File: src/verilog/rts_consts.svh
`ifndef RTS_CONSTS_SVH
`define RTS_CONSTS_SVH
// ----------------------------------------
// Register offsets (byte addresses)
// ----------------------------------------
`define RTS_OFF_CTRL 4'h0
`define RTS_OFF_TRANS 4'h4
`define RTS_OFF_FIRST_INTERVAL_TIMER 4'h8
`define RTS_OFF_SECOND_INTERVAL_TIMER 4'hc
`define RTS_OFF_STATUS 4'h0
// ----------------------------------------
// Control fields
// ----------------------------------------
`define RTS_CTRL_START 0
`define RTS_CTRL_HALT 1
`define RTS_CTRL_IDLE_SLEEP 2
`define RTS_CTRL_PREMAP 3
`define RTS_CTRL_GP4_LO 4
`define RTS_CTRL_GP4_HI 5
`define RTS_CTRL_BEACON 6
// ----------------------------------------
// Transition fields
// ----------------------------------------
`define RTS_TR_START_LO 0
`define RTS_TR_START_HI 1
`define RTS_TR_LPSEL 2
`define RTS_TR_IDLE 3
`define RTS_TR_RX_LO 4
`define RTS_TR_RX_HI 6
`define RTS_TR_RXTO_LO 7
`define RTS_TR_RXTO_HI 8
`define RTS_TR_TX 9
// ----------------------------------------
// Codes and reset values
// ----------------------------------------
`define RTS_START_TO_LPSEL 2'b00
`define RTS_RX_OFF_ON_PRE 3'b110
`define RTS_RX_OFF_ON_SYNC 3'b101
`define RTS_RXTO_TO_LPSEL 2'b10
`define RTS_GP4_PRE_CODE 2'b11
`define RTS_TIMER_RESET 16'h0001
// ----------------------------------------
// Timing
// ----------------------------------------
`define RTS_CLK_MHZ 50
`define RTS_TICK_NS 64000
`define RTS_TICK_CYC ((`RTS_TICK_NS * `RTS_CLK_MHZ) / 1000)
`endif

File: src/verilog/rts_pkg.sv
package rts_pkg;
  typedef enum logic [5:0] {
    RTS_OFF = 6'h01,
    RTS_START = 6'h02,
    RTS_LPSEL = 6'h04,
    RTS_IDLE = 6'h08,
    RTS_RX = 6'h10,
    RTS_TX = 6'h20
  } rts_state_t;
  typedef enum logic [2:0] {
    RTS_MODE_SLEEP = 3'h0,
    RTS_MODE_STBY = 3'h1,
    RTS_MODE_TX = 3'h3,
    RTS_MODE_RX = 3'h5
  } rts_mode_t;
endpackage

File: src/verilog/rts_timer.sv
`timescale 1ns/1ps
`default_nettype none
module rts_timer #(
  parameter int TICK_CYC = 3200
) (
  input wire logic clk,
  input wire logic rst,
  input wire logic ce,
  input wire logic load,
  input wire logic [15:0] ticks,
  output logic expired
);
  logic [15:0] tick_cnt_reg;
  logic [31:0] cyc_cnt_reg;
  logic run_reg;

  always_ff @(posedge clk) begin
    if (rst) begin
      tick_cnt_reg <= 16'h0000;
      cyc_cnt_reg <= 32'h0000_0000;
      run_reg <= 1'b0;
      expired <= 1'b0;
    end else if (ce) begin
      expired <= 1'b0;
      if (load) begin
        tick_cnt_reg <= (ticks == 16'h0000) ? 16'h0001 : ticks;
        cyc_cnt_reg <= 32'h0000_0000;
        run_reg <= 1'b1;
      end else if (run_reg) begin
        if (cyc_cnt_reg == 32'(TICK_CYC - 1)) begin
          cyc_cnt_reg <= 32'h0000_0000;
          if (tick_cnt_reg == 16'h0001) begin
            run_reg <= 1'b0;
            expired <= 1'b1;
          end else begin
            tick_cnt_reg <= tick_cnt_reg - 16'h0001;
          end
        end else begin
          cyc_cnt_reg <= cyc_cnt_reg + 32'h0000_0001;
        end
      end
    end
  end
endmodule
`default_nettype wire

File: src/verilog/rts_top.sv
// Contract
// Host waits 10 ms after power-on reset before any serial access.
// Host leaves external_reset_n floating during power-on reset.
// Clock output starts toggling once the device is ready.
// Host pulls external_reset_n low about 100 us for manual reset.
// Host waits 5 ms after manual reset release before access.
// Preamble listen: receive for second_interval_timer once per first_interval_timer plus second_interval_timer, else sleep.
// Preamble found in listen window: sequencer off, radio stays receiving.
// preamble_found drives gp_line_four when mapping is 11 and map bit set.
// Sleep idle; start code 00 to low-power select; choice 1 to idle.
// First_interval_timer expiry in idle goes to receive if 1, transmit if 0.
// Rx codes 110/101 stop on preamble/sync; timeout code 10 to low-power.
// Tx transition 0 returns to low-power select on packet_done_tx.
// Sync listen: receive only for rx window, low power for rest.
// Preamble before window end keeps receive until second_interval_timer end, then resumes.
// Sync word match raises interrupt, stops sequencer, radio stays receiving.
// Host should set first_interval_timer to its 64 us minimum for sync listen.
// Packet reception during listen raises an interrupt request.
// Transmitter preamble should last first_interval_timer plus twice second_interval_timer.
// Beacon: transmit once per timer period, back to idle after packet_done_tx.
// Beacon loops until the host sets sequencer_halt.
// Beacon use needs a constant payload smaller than the FIFO.
// sequencer_halt stops the sequencer at once, leaving radio mode unchanged.
`timescale 1ns/1ps
`default_nettype none
`include "rts_consts.svh"
module rts_top #(
  parameter int TICK_CYC = `RTS_TICK_CYC,
  parameter int RDY_DIV = 4
) (
  input wire logic clk,
  input wire logic rst,
  input wire logic ce,
  input wire logic [3:0] avs_address,
  input wire logic avs_read,
  input wire logic avs_write,
  input wire logic [31:0] avs_writedata,
  input wire logic [3:0] avs_byteenable,
  output logic [31:0] avs_readdata,
  output logic avs_waitrequest,
  input wire logic preamble_found,
  input wire logic sync_word_match,
  input wire logic packet_done_tx,
  input wire logic payload_ready,
  input wire logic rx_window_expiry,
  input wire logic link_clk,
  output logic [2:0] radio_mode,
  output logic gp_line_four,
  output logic sync_irq,
  output logic rx_irq,
  output logic clock_output_pin,
  output var rts_pkg::rts_state_t seq_state
);
  import rts_pkg::*;

  // ----------------------------------------
  // Pin synchronisers
  // ----------------------------------------
  logic [5:0] s1_reg, s2_reg, s3_reg;
  always_ff @(posedge clk) begin
    if (rst) begin
      s1_reg <= 6'h00;
      s2_reg <= 6'h00;
      s3_reg <= 6'h00;
    end else if (ce) begin
      s1_reg <= {link_clk, rx_window_expiry, payload_ready, packet_done_tx,
                 sync_word_match, preamble_found};
      s2_reg <= s1_reg;
      s3_reg <= s2_reg;
    end
  end
  logic pre_s, sync_s, pdone_s, pready_s, rxto_s, lclk_rise;
  assign pre_s = s2_reg[0];
  assign sync_s = s2_reg[1];
  assign pdone_s = s2_reg[2] & ~s3_reg[2];
  assign pready_s = s2_reg[3] & ~s3_reg[3];
  assign rxto_s = s2_reg[4] & ~s3_reg[4];
  assign lclk_rise = s2_reg[5] & ~s3_reg[5];

  // ----------------------------------------
  // Registers
  // ----------------------------------------
  logic [6:0] ctrl_reg;
  logic [9:0] trans_reg;
  logic [15:0] t1_reg, t2_reg;
  logic wr_hit, rd_pend_reg, start_pulse, halt_pulse;
  assign wr_hit = avs_write & ~avs_waitrequest;
  assign start_pulse = wr_hit & (avs_address == `RTS_OFF_CTRL) & avs_byteenable[0]
                       & avs_writedata[`RTS_CTRL_START];
  assign halt_pulse = wr_hit & (avs_address == `RTS_OFF_CTRL) & avs_byteenable[0]
                      & avs_writedata[`RTS_CTRL_HALT];

  always_ff @(posedge clk) begin
    if (rst) begin
      ctrl_reg <= 7'h04;
      trans_reg <= 10'h000;
      t1_reg <= `RTS_TIMER_RESET;
      t2_reg <= `RTS_TIMER_RESET;
    end else if (ce && wr_hit) begin
      unique case (avs_address)
        `RTS_OFF_CTRL: begin
          if (avs_byteenable[0]) begin
            ctrl_reg <= {avs_writedata[6:2], 2'b00};
          end
        end
        `RTS_OFF_TRANS: begin
          if (avs_byteenable[0]) begin
            trans_reg[7:0] <= avs_writedata[7:0];
          end
          if (avs_byteenable[1]) begin
            trans_reg[9:8] <= avs_writedata[9:8];
          end
        end
        `RTS_OFF_FIRST_INTERVAL_TIMER: begin
          if (avs_byteenable[0]) begin
            t1_reg[7:0] <= avs_writedata[7:0];
          end
          if (avs_byteenable[1]) begin
            t1_reg[15:8] <= avs_writedata[15:8];
          end
        end
        `RTS_OFF_SECOND_INTERVAL_TIMER: begin
          if (avs_byteenable[0]) begin
            t2_reg[7:0] <= avs_writedata[7:0];
          end
          if (avs_byteenable[1]) begin
            t2_reg[15:8] <= avs_writedata[15:8];
          end
        end
        default: begin
        end
      endcase
    end
  end

  // Bus answer: one wait cycle, then ack
  always_ff @(posedge clk) begin
    if (rst) begin
      avs_waitrequest <= 1'b1;
      avs_readdata <= 32'h0000_0000;
      rd_pend_reg <= 1'b0;
    end else if (ce) begin
      avs_waitrequest <= ~((avs_read | avs_write) & avs_waitrequest & ~rd_pend_reg);
      rd_pend_reg <= (avs_read | avs_write) & avs_waitrequest & ~rd_pend_reg;
      if (avs_read && avs_waitrequest && !rd_pend_reg) begin
        unique case (avs_address)
          `RTS_OFF_CTRL: avs_readdata <= {10'h000, seq_state, 2'b00, radio_mode,
                                          4'h0, ctrl_reg[6:2], 2'b00};
          `RTS_OFF_TRANS: avs_readdata <= {22'h000000, trans_reg};
          `RTS_OFF_FIRST_INTERVAL_TIMER: avs_readdata <= {16'h0000, t1_reg};
          `RTS_OFF_SECOND_INTERVAL_TIMER: avs_readdata <= {16'h0000, t2_reg};
          default: avs_readdata <= 32'h0000_0000;
        endcase
      end
    end
  end

  // ----------------------------------------
  // Interval timers
  // ----------------------------------------
  logic t1_load, t2_load, t1_exp, t2_exp;
  rts_timer #(.TICK_CYC(TICK_CYC)) u_t1 (
    .clk(clk), .rst(rst), .ce(ce), .load(t1_load), .ticks(t1_reg), .expired(t1_exp)
  );
  rts_timer #(.TICK_CYC(TICK_CYC)) u_t2 (
    .clk(clk), .rst(rst), .ce(ce), .load(t2_load), .ticks(t2_reg), .expired(t2_exp)
  );

  // ----------------------------------------
  // Sequencer
  // ----------------------------------------
  logic [2:0] rx_code;
  logic [1:0] rxto_code;
  logic pre_seen_reg;
  assign rx_code = trans_reg[`RTS_TR_RX_HI:`RTS_TR_RX_LO];
  assign rxto_code = trans_reg[`RTS_TR_RXTO_HI:`RTS_TR_RXTO_LO];
  assign t1_load = ce & (seq_state == RTS_LPSEL) & trans_reg[`RTS_TR_LPSEL];
  assign t2_load = ce & (seq_state == RTS_IDLE) & t1_exp;

  always_ff @(posedge clk) begin
    if (rst) begin
      seq_state <= RTS_OFF;
      radio_mode <= RTS_MODE_STBY;
      pre_seen_reg <= 1'b0;
    end else if (ce) begin
      if (halt_pulse) begin
        seq_state <= RTS_OFF;
      end else begin
        unique case (seq_state)
          RTS_OFF: begin
            if (start_pulse) begin
              seq_state <= RTS_START;
            end
          end
          RTS_START: begin
            if (trans_reg[`RTS_TR_START_HI:`RTS_TR_START_LO] == `RTS_START_TO_LPSEL) begin
              seq_state <= RTS_LPSEL;
            end else begin
              seq_state <= RTS_OFF;
            end
          end
          RTS_LPSEL: begin
            pre_seen_reg <= 1'b0;
            if (trans_reg[`RTS_TR_LPSEL]) begin
              seq_state <= RTS_IDLE;
              radio_mode <= ctrl_reg[`RTS_CTRL_IDLE_SLEEP] ? RTS_MODE_SLEEP
                                                           : RTS_MODE_STBY;
            end else begin
              seq_state <= RTS_OFF;
            end
          end
          RTS_IDLE: begin
            if (t1_exp) begin
              if (trans_reg[`RTS_TR_IDLE]) begin
                seq_state <= RTS_RX;
                radio_mode <= RTS_MODE_RX;
              end else begin
                seq_state <= RTS_TX;
                radio_mode <= RTS_MODE_TX;
              end
            end
          end
          RTS_RX: begin
            if (pre_s) begin
              pre_seen_reg <= 1'b1;
            end
            if (rx_code == `RTS_RX_OFF_ON_PRE && pre_s) begin
              seq_state <= RTS_OFF;
            end else if (rx_code == `RTS_RX_OFF_ON_SYNC && sync_s) begin
              seq_state <= RTS_OFF;
            end else if (rxto_code == `RTS_RXTO_TO_LPSEL && rxto_s && !pre_seen_reg
                         && !pre_s) begin
              seq_state <= RTS_LPSEL;
            end else if (t2_exp) begin
              seq_state <= RTS_LPSEL;
            end
          end
          RTS_TX: begin
            if (!trans_reg[`RTS_TR_TX] && pdone_s) begin
              seq_state <= RTS_LPSEL;
            end
          end
          default: seq_state <= RTS_OFF;
        endcase
      end
    end
  end

  // ----------------------------------------
  // Event outputs
  // ----------------------------------------
  logic listen;
  assign listen = (seq_state == RTS_RX);
  always_ff @(posedge clk) begin
    if (rst) begin
      gp_line_four <= 1'b0;
      sync_irq <= 1'b0;
      rx_irq <= 1'b0;
    end else if (ce) begin
      gp_line_four <= pre_s & ctrl_reg[`RTS_CTRL_PREMAP]
                      & (ctrl_reg[`RTS_CTRL_GP4_HI:`RTS_CTRL_GP4_LO] == `RTS_GP4_PRE_CODE);
      sync_irq <= sync_s;
      rx_irq <= pready_s & (listen | radio_mode == RTS_MODE_RX);
    end
  end

  // ----------------------------------------
  // Ready clock output
  // ----------------------------------------
  logic [7:0] rdy_cnt_reg;
  always_ff @(posedge clk) begin
    if (rst) begin
      rdy_cnt_reg <= 8'h00;
      clock_output_pin <= 1'b0;
    end else if (ce && lclk_rise) begin
      if (rdy_cnt_reg == 8'(RDY_DIV)) begin
        clock_output_pin <= ~clock_output_pin;
      end else begin
        rdy_cnt_reg <= rdy_cnt_reg + 8'h01;
      end
    end
  end

  // ----------------------------------------
  // Checks
  // ----------------------------------------
  halt_stops_a: assert property (@(posedge clk) disable iff (rst)
    (ce && halt_pulse) |=> (seq_state == RTS_OFF && $stable(radio_mode)))
    else $error("halt did not stop sequencer");
  pre_off_a: assert property (@(posedge clk) disable iff (rst)
    (ce && seq_state == RTS_RX && rx_code == 3'b110 && pre_s && !halt_pulse)
    |=> (seq_state == RTS_OFF && radio_mode == RTS_MODE_RX))
    else $error("preamble did not stop sequencer in receive");
  sync_off_a: assert property (@(posedge clk) disable iff (rst)
    (ce && seq_state == RTS_RX && rx_code == 3'b101 && sync_s && !halt_pulse
     && !(pre_s && rx_code == 3'b110)) |=> (seq_state == RTS_OFF && sync_irq))
    else $error("sync match did not stop sequencer");
  idle_rx_a: assert property (@(posedge clk) disable iff (rst)
    (ce && seq_state == RTS_IDLE && t1_exp && trans_reg[3] && !halt_pulse)
    |=> (seq_state == RTS_RX && radio_mode == RTS_MODE_RX))
    else $error("first_interval_timer expiry did not enter receive");
  idle_tx_a: assert property (@(posedge clk) disable iff (rst)
    (ce && seq_state == RTS_IDLE && t1_exp && !trans_reg[3] && !halt_pulse)
    |=> (seq_state == RTS_TX && radio_mode == RTS_MODE_TX))
    else $error("first_interval_timer expiry did not enter transmit");
  tx_done_a: assert property (@(posedge clk) disable iff (rst)
    (ce && seq_state == RTS_TX && !trans_reg[9] && pdone_s && !halt_pulse)
    |=> seq_state == RTS_LPSEL)
    else $error("packet done did not leave transmit");
  sleep_idle_a: assert property (@(posedge clk) disable iff (rst)
    (ce && seq_state == RTS_LPSEL && trans_reg[2] && ctrl_reg[2] && !halt_pulse)
    |=> (seq_state == RTS_IDLE && radio_mode == RTS_MODE_SLEEP))
    else $error("idle state is not sleep");
  gp4_map_a: assert property (@(posedge clk) disable iff (rst)
    (ce && pre_s && ctrl_reg[3] && ctrl_reg[5:4] == 2'b11) |=> gp_line_four)
    else $error("preamble not routed to line four");
endmodule
`default_nettype wire

File: config.mk
export PLATFORM = sky130hd
export DESIGN_NAME = rts_top
export DESIGN_NICKNAME = d
export VERILOG_FILES = /design/src/verilog/rts_pkg.sv /design/src/verilog/rts_timer.sv /design/src/verilog/rts_top.sv
export VERILOG_INCLUDE_DIRS = /design/src /design/src/verilog
export SDC_FILE = /design/constraint.sdc
export NUM_CORES = 1
export LEC_CHECK = 0
export CORE_MARGIN = 5
export CORE_UTILIZATION = 40
export CTS_CLUSTER_DIAMETER = 120
export DETAILED_ROUTE_END_ITERATION = 8
export DONT_BUFFER_PORTS = 1
export SLEW_MARGIN = 20
export SYNTH_ARGS = -nofsm -noshare
export SYNTH_HDL_FRONTEND = slang
export SYNTH_SLANG_ARGS = --single-unit
export TNS_END_PERCENT = 1
File: constraint.sdc
create_clock -name clk -period 3.4 [get_ports clk]
set_input_delay 1.02 -clock clk [delete_from_list [all_inputs] [get_ports clk]]
set_output_delay 1.02 -clock clk [all_outputs]
set_load 0.1 [all_outputs]
======== Word-level counts from Yosys, hierarchy flattened ========
Index checks and enable logic that the tools add are counted.
word-level totals
  register bits ........................... 221
  latch bits .............................. 0
  output and inout port bits .............. 46
  RAM bits ................................ 0
  logic and storage cells ................. 185
  ROM bits ................................ 0
  memories ................................ 0
operators by class
  shifts and indexed selects .............. 0
  mux-type cells .......................... 52
  $mul .................................... 0
  add/sub/neg operators ................... 5
  bitwise operators ....................... 30
  $lt $le $gt $ge ......................... 0
  equal/unequal tests ..................... 28
  divide/modulo/power cells ............... 0
  reduce and logical (&&, ||, !) cells .... 41
operators with widths
  cell                     count
  $mux W32                 6
  $mux W16                 10
  $pmux W22 S4             1
  $add A32 B1 Y32 const B  2
  $eq A32 B12 Y1 const B   2
  $mux W6                  9
  $pmux W6 S6              1
  $eq A16 B1 Y1 const B    2
  $logic_not A16 Y1        2
  $sub A16 B1 Y16 const B  2
  $reduce_and A3 Y1        7
  $and A1 B1 Y1            18
  $mux W1                  18
  $mux W3                  4
  $reduce_and A4 Y1        3
  $reduce_bool A2 Y1       6
  $logic_and A1 B1 Y1      10
  $not A1 Y1               10
  $reduce_and A2 Y1        5
  $reduce_and A5 Y1        2
  $eq A3 B3 Y1 const B     3
  $add A8 B1 Y8 const B    1
  $eq A4 B4 Y1 const B     2
  $eq A8 B3 Y1 const B     1
  other kinds (20)         29

======== Logic depth before layout (Yosys ltp) ========
Gate-level depths: netlist (run 1).
  depth in word-level cells ............... 10
  gate-level depth with buffers ........... 10
  depth with buffers taken out ............ 8

======== Cells and area by module ========
A second synthesis (run 1) with hierarchy kept.
unflattened totals
  cells, all modules ...................... 1217
  area total of the unflattened synthesis .. 10513.8 um^2
modules (own cells, without submodules)
  module     area an instance (um^2)  instances  cells each
  rts_timer  2880.3                   2          347
  rts_top    4753.3                   1          523

======== Least setup slack after synthesis (run 1) ========
OpenSTA, ideal clock, no wires.
  path type ............................... flip-flop to flip-flop
  start point ............................. register seq_state[2]
  end point ............................... register u_t1.cyc_cnt_reg[7]
  data required time ...................... 3.330 ns
  clock period less this slack ............ 2.890 ns
  path buffers ............................ 2
  data arrival time ....................... 2.820 ns
  stages on the path, launching flop included .. 9
  path slack .............................. 0.510 ns
  setup time .............................. 0.070 ns
  path through ............................ dfxtp_1 -> or4b_1 -> buf_2 -> o21ai_4 -> and2_1 -> buf_4 -> nand2_1 -> or4b_1 -> a21oi_1
between the ends
  cells in the longest elaborated chain, start to end .. 5
  elaborated cells on any way between the ends .. 6
  classes of those cells .................. eq/ne: 1; mux: 1; bitwise: 2; reduce/logical: 2
RTL lines
  element                        line             RTL
  start: declaration             rts_top.sv:52    output var rts_pkg::rts_state_t seq_state
  start signal: assignment       rts_top.sv:182   seq_state <= RTS_OFF;
  start signal: assignment       rts_top.sv:187   seq_state <= RTS_OFF;
  start signal: assignment       rts_top.sv:192   seq_state <= RTS_START;
  $eq A6 B3 Y1 *                 rts_top.sv:177   assign t1_load = ce & (seq_state == RTS_LPSEL) & trans_reg[`RTS_TR_LPSEL];
  $and A1 B1 Y1 * (2 in series)  rts_top.sv:177
  $reduce_bool A2 Y1 (no line)   --
  $reduce_and A2 Y1 (no line)    --
  end signal: assignment         rts_timer.sv:39  cyc_cnt_reg <= cyc_cnt_reg + 32'h0000_0001;
  end: declaration               rts_timer.sv:14  logic [31:0] cyc_cnt_reg;
Every way passes the cells marked *; elsewhere a longest branch is shown, timed or not.
A chain may end at the register's enable or synchronous reset.

======== Worst setup path after layout (run 1) ========
  start point ............................. register u_t2.cyc_cnt_reg[13]
  end point ............................... register u_t2.tick_cnt_reg[0]
between the ends
  cells in the longest elaborated chain, start to end .. 3
RTL lines
  element                       line             RTL
  start: declaration            rts_timer.sv:14
  start signal: assignment      rts_timer.sv:39
  $eq A32 B12 Y1                rts_timer.sv:30  if (cyc_cnt_reg == 32'(TICK_CYC - 1)) begin
  $reduce_bool A2 Y1 (no line)  --
  $reduce_and A4 Y1 (no line)   --
  end signal: assignment        rts_timer.sv:26  tick_cnt_reg <= (ticks == 16'h0000) ? 16'h0001 : ticks;
  end signal: assignment        rts_timer.sv:36  tick_cnt_reg <= tick_cnt_reg - 16'h0001;
  end: declaration              rts_timer.sv:13  logic [15:0] tick_cnt_reg;
No other way between the ends.

==> results.tsv, run 1 <==
metric	value	unit
status	finished, final reports clean	
maximum VDD drop	0.000419	V
Core Area	0.0244	mm²
Worst R2R Start	u_t2.cyc_cnt_reg[13]	
count of final setup violators	0	
Unique masters post-synth	70	
Critical Path RT	3.84	ns
M1 WL	11700	µm
Setup Total Neg Slack	0	ns
vias in the first global route	7902	
Worst EP arrival	3.21	ns
Top FF cell, synth	dfxtp_1	
setup bufs post-CTS	0	
Max clock buf depth	3	
Ant. Diodes	0	
Critical Path Source	u_t2.cyc_cnt_reg[13]	
Highest Signal Layer	met4	
met3 WL post-DR	1530	µm
GRT Resource Usage Total	17.8	%
DRC Markers	0	
Synth Register Bits	209	
initial antenna violation count	0	
Power Density	481	mW/mm²
Worst-path clk slew	0.06	ns
worst hold path type	register to register	
DRT antenna net count	0	
first-pass GRT wire length	42100	µm
most frequent cells in the layout	dfxtp_1 (209), nor2_1 (208), nand2_1 (96), a21oi_1 (68), mux2i_1 (65)	
I/O pins	97	
Final min period	2.77	ns
die extent in x	168	µm
clk sinks	209	
Clock Skews	0.0209	ns
CTS tree	done	
dpl hpwl	18100	µm
final hold vios	0	
grt total ovfl	0	
commonest non-fill, non-tap cell in the layout	dfxtp_1	
asr flop ratio synth	0	%
Worst setup SP type	register	
largest net degree at the start of global routing	145	
hold_ws	0.472	ns
WS Path Type	register to register	
CTS buffer count	25	
worst-margin pin slew	0.990	ns
number of port buffers	0	
register area share after synthesis	42.1	%
Slew Viols, Final	0	
Site Rows	57	
CP endpoint kind	register	
share of layout cells above drive strength 1	7.85	%
max frequency	0.361	GHz
Initial Util	40.8	%
Max Cap Viol	0	
H-tree levels	1	
RSZ-0062 raised after global routing	false	
Post-Syn Area	0.00994	mm²
Filler cells	2422	
die footprint	0.0281	mm²
clk_lat worst skew	0.54	ns
number of flops mapped to enable cells by yosys	0	
Pleak	3.89	nW
CTS Hold Buffers Added	0	
crit share post-route	81.4	%
synth warn	0	
Syn Inst Count	1185	
Slew HR	33.9	%
Resize count post-CTS	0	
fin nets	1239	
Mean Syn Cell Area	8.39	µm²
WL/cell	17.0	µm
met2 wire len	11900	µm
RePlAce Congestion	0.839	
hold_sp	radio_mode[1]	
Critical Path Fanout Max	13	
Vias per Instance	5.52	
vias	8390	
WL final	25800	µm
Root Driver	clkbuf_16	
initial DRC count	783	
TritonRoute pass-1 iters	5	
area delta synth->final	12.1	%
DIE HEIGHT	168	µm
metrics by stage:
stage | setup WS [ns] | cell area, µm² | total power (W) | instances | util [%]
after floorplan | 0.510 | 9980 | 0.00269 | 1194 | -
after global placement | 0.464 | 10300 | 0.00267 | 1477 | 42.2
after detailed placement | 0.377 | 10300 | 0.00267 | 1477 | 42.2
after CTS | 0.632 | 11100 | 0.00543 | 1521 | 45.7
after global routing | 0.411 | 11100 | 0.00554 | 1521 | 45.7
final | 0.632 | 11100 | 0.00536 | 1521 | 45.7
final timing paths:
| kind | endpoint | slack [ns] | cells past startpoint |
|---|---|---|---|
| setup / recovery | u_t2.tick_cnt_reg[0] | 0.63 | 6 |
| hold / removal | radio_mode[1] | 0.47 | 2 |
| setup reg to reg | u_t2.tick_cnt_reg[0] | 0.63 | 6 |
| hold reg to reg | radio_mode[1] | 0.47 | 2 |
metal layers:
layer	GRT usage, %	vias to the layer above
li1	-	4184
met1	23.9	3973
met2	28.9	190
met3	3.89	43
met4	5.22	0
met5	0	-
cells by family after synthesis:
kind of cell / Yosys count / synth area share, %
flops: 209 / 42.1
xor+xnor: 76 / 6.69
other cells: 1 / 0.0377
mux: 65 / 6.54
fa+ha+maj: 8 / 1.01
compound gates: 189 / 12.4
simple gates: 548 / 27.3
buf+inv: 89 / 3.99
synth_stat cells, types with 13 or more instances:
cell type / number / area (µm²)
nand3_1: 58 / 290
nor3_1: 36 / 180
nand4_1: 24 / 150
and3_1: 14 / 87.6
mux2i_1: 65 / 651
a211oi_1: 13 / 97.6
o21ai_0: 26 / 130
xor2_1: 47 / 412
clkbuf_1: 42 / 158
a22oi_1: 30 / 225
xnor2_1: 29 / 254
nor4_1: 26 / 163
nand2_1: 96 / 360
a21oi_1: 68 / 340
inv_1: 21 / 78.8
dfxtp_1: 209 / 4180
nor2_1: 209 / 785
layout make-up:
type / count / area, µm² / area share, %
Clock buffer: 35 / 743 / 6.67
Clock inverter: 9 / 113 / 1.01
Inverter: 21 / 78.8 / 0.707
Multi-Input combinational cell: 896 / 5420 / 48.6
Sequential cell: 209 / 4180 / 37.5
Tap cell: 324 / 405 / 3.64
Timing Repair Buffer: 27 / 203 / 1.82
worst max-delay path, stage by stage, from the launching register on:
cell	delay [ns]
dfxtp_1	0.35
or4_1	0.53
or4_4	0.60
nor4_4	0.53
nand2_1	0.22
xnor2_1	0.18
a221oi_1	0.27
where the power goes:
part / switching, W / total, W / internal [W]
Sequential: 0.0000158 / 0.00248 / 0.00246
Combinational: 0.000111 / 0.000143 / 0.0000321
Clock: 0.00106 / 0.00274 / 0.00167
No activity file was read; power rests on OpenSTA's default activity.
==> run 2, diff against run 1 <==
--- a/config.mk
+++ b/config.mk
@@ -6,6 +6,7 @@
 export SDC_FILE = /design/constraint.sdc
 export NUM_CORES = 1
 export LEC_CHECK = 0
+export ABC_AREA = 1
 export CORE_MARGIN = 5
 export CORE_UTILIZATION = 40
 export CTS_CLUSTER_DIAMETER = 120
==> constraint.sdc (replaced) <==
create_clock -name clk -period 2.4 [get_ports clk]
set_input_delay 0.72 -clock clk [delete_from_list [all_inputs] [get_ports clk]]
set_output_delay 0.72 -clock clk [all_outputs]
set_load 0.1 [all_outputs]
==> results.tsv, run 2 <==
metric	value	unit	change
Clock Skews	0.00926	ns	-0.0116 ns
Post-Syn Area	0.0114	mm²	+15%
Initial Util	40.2	%	-0.55 points
DIE HEIGHT	179	µm	+6.9%
Top FF cell, synth	dfxtp_1		
max frequency	0.474	GHz	+31%
Worst-path clk slew	0.06	ns	about the same
first-pass GRT wire length	54100	µm	+29%
Post-synth top cells	nand2_1 (481), nor2_1 (367), inv_1 (211), dfxtp_1 (209), a21oi_1 (113)		
largest net degree at the start of global routing	67		-54%
Cell Count, Final, Fillers Out	2279		+50%
most frequent cells in the layout	nand2_1 (481), nor2_1 (367), inv_1 (210), dfxtp_1 (209), a21oi_1 (113)		
WS Path Type	register to register		
vias in the first global route	10600		+34%
GRT Resource Usage Total	20.6	%	+2.8 points
cell taking the most area after synthesis	dfxtp_1		
XOR/XNOR share of the synthesized area	1.91	%	-4.8 points
fin nets	1938		+56%
worst-margin pin slew	0.665	ns	-0.325 ns
largest family of logic cells by synthesized area	simple AND/OR/NAND/NOR gates		
Resize count post-CTS	0		unchanged
Worst EP arrival	2.53	ns	-0.68 ns
DRC Markers	0		unchanged
DRT antenna net count	0		unchanged
Vias per Instance	5.07		-8.2%
Slew HR	55.5	%	+22 points
post-synthesis mux area share	0	%	-6.5 points
Max Cap Viol	0		unchanged
overall power	0.00850	W	+59%
I/O pins	97		unchanged
CTS tree	done		
Synth Register Bits	209		unchanged
Synth Area in Adders	0.874	%	-0.13 points
Pleak	5.58	nW	+44%
clk sinks	209		unchanged
WL/cell	14.7	µm	-13%
vias	11500		+38%
Final min period	2.11	ns	-0.659 ns
CP endpoint kind	register		
RePlAce Congestion	0.951		+13%
share of layout cells above drive strength 1	6.44	%	-1.4 points
final hold vios	0		unchanged
die footprint	0.0321	mm²	+14%
initial antenna violation count	0		unchanged
TritonRoute pass-1 iters	5		unchanged
CTS buffer count	25		unchanged
Syn Inst Count	1852		+56%
grt total ovfl	0		unchanged
Power Density	656	mW/mm²	+36%
count leader, synth	nand2_1		
Synth Area in Compound Gates	11.7	%	-0.66 points
worst hold path type	input port to register		
number of flops mapped to enable cells by yosys	0		unchanged
die extent in x	179	µm	+6.9%
synth warn	0		unchanged
RSZ-0062 raised after global routing	false		
count of final setup violators	0		unchanged
setup bufs post-CTS	0		unchanged
commonest non-fill, non-tap cell in the layout	nand2_1		
Site Rows	62		+8.8%
initial DRC count	849		+8.4%
clk_lat worst skew	0.52	ns	-0.02 ns
Setup Total Neg Slack	0	ns	unchanged
Critical Path RT	2.82	ns	-1.02 ns
Filler cells	3029		+25%
placed cell count	2236		+51%
Unique masters post-synth	40		-43%
CTS Hold Buffers Added	0		unchanged
dpl hpwl	24900	µm	+38%
Ant. Diodes	0		unchanged
area delta synth->final	13.2	%	
number of port buffers	0		unchanged
r2r setup slk	0.29	ns	-0.34 ns
Mean Syn Cell Area	6.18	µm²	-26%
status	finished, final reports clean		
H-tree levels	1		unchanged
Root Driver	clkbuf_16		
WL final	33600	µm	+30%
maximum VDD drop	0.000511	V	+22%
asr flop ratio synth	0	%	unchanged
Synth Area in Simple Gates	38.9	%	+12 points
share of the synthesized area in the top cell type	36.5	%	-5.5 points
Critical Path Fanout Max	35		+22
Core Area	0.0285	mm²	+17%
Worst setup SP type	register		
Max clock buf depth	3		unchanged
Slew Viols, Final	0		unchanged
crit share post-route	87.9	%	+6.5 points
top post-synthesis cells by area	dfxtp_1 (37%), nand2_1 (16%), nor2_1 (12%)		
register area share after synthesis	36.5	%	-5.5 points
==> run 2: changes by cell type after synthesis, moves of 24 or more <==
cell     change
o21ai_0     +85
nand3_1     +54
a22oi_1     -30
xor2_1      -26
mux2i_1     -65
inv_1      +190
nand2_1    +385
nand4_1     +24
a21oi_1     +45
xnor2_1     -25
nor2_1     +158
==> run 2: area by class of cell <==
class,instances,area [µm²],share of cell area (%)
timing repair buffer,60,463,3.57
inverter,215,808,6.24
clock buffer,31,668,5.16
sequential,209,4180,32.3
clock inverter,12,193,1.49
multi-input combinational,1368,6160,47.5
tap,384,480,3.71
==> run 2: logic make-up after synthesis <==
group / Yosys count
AO/OA/AOI/OAI: 254
XOR/XNOR: 25
adder cells (fa/ha/maj): 8
buffers and inverters: 284
flip-flops: 209
other: 1
AND/OR/NAND/NOR: 1071
==> run 2: per-stage QoR <==
step | worst slack (ns) | area (µm²) | utilization [%] | hold WS [ns]
2_1_floorplan | 0.0566 | 11500 | - | 0.429
3_3_place_gp | 0.224 | 12100 | 42.5 | 0.439
3_5_place_dp | 0.159 | 12100 | 42.5 | 0.444
4_1_cts | 0.146 | 12900 | 45.5 | 0.249
5_1_grt | 0.107 | 13000 | 45.5 | 0.247
6_report | 0.291 | 13000 | 45.5 | 0.266
==> run 2: worst max-delay path: stages (launching register included) <==
cell     delay, ns
dfxtp_1       0.33
nor2_4        0.16
nand2_2       0.11
nor2_4        0.18
nand2_1       0.12
a21oi_4       0.23
buf_4         0.37
inv_2         0.17
nor2_1        0.16
nand2_1       0.06
nand2_1       0.07
nor2_1        0.04
==> run 2: metal layers <==
metal,up-vias,track usage (%),wire (µm)
li1,5926,-,-
met1,5220,28.1,15400
met2,345,33.2,14800
met3,53,4.34,2530
met4,0,5.55,831
met5,-,0,0
==> run 2: path summary, 6_finish.rpt <==
path                start             endpoint  cells after the start
max          seq_state[0]  u_t1.cyc_cnt_reg[5]                     11
min                   rst     avs_readdata[21]                      1
max reg2reg  seq_state[0]  u_t1.cyc_cnt_reg[5]                     11
min reg2reg     s3_reg[3]            s3_reg[3]                      2
==> run 2: report_power, final <==
group	switching [W]	leakage (nW)	internal, W
combinational	0.000715	3.48	0.000197
clock	0.00152	0.414	0.00250
sequential	0.0000461	1.69	0.00353
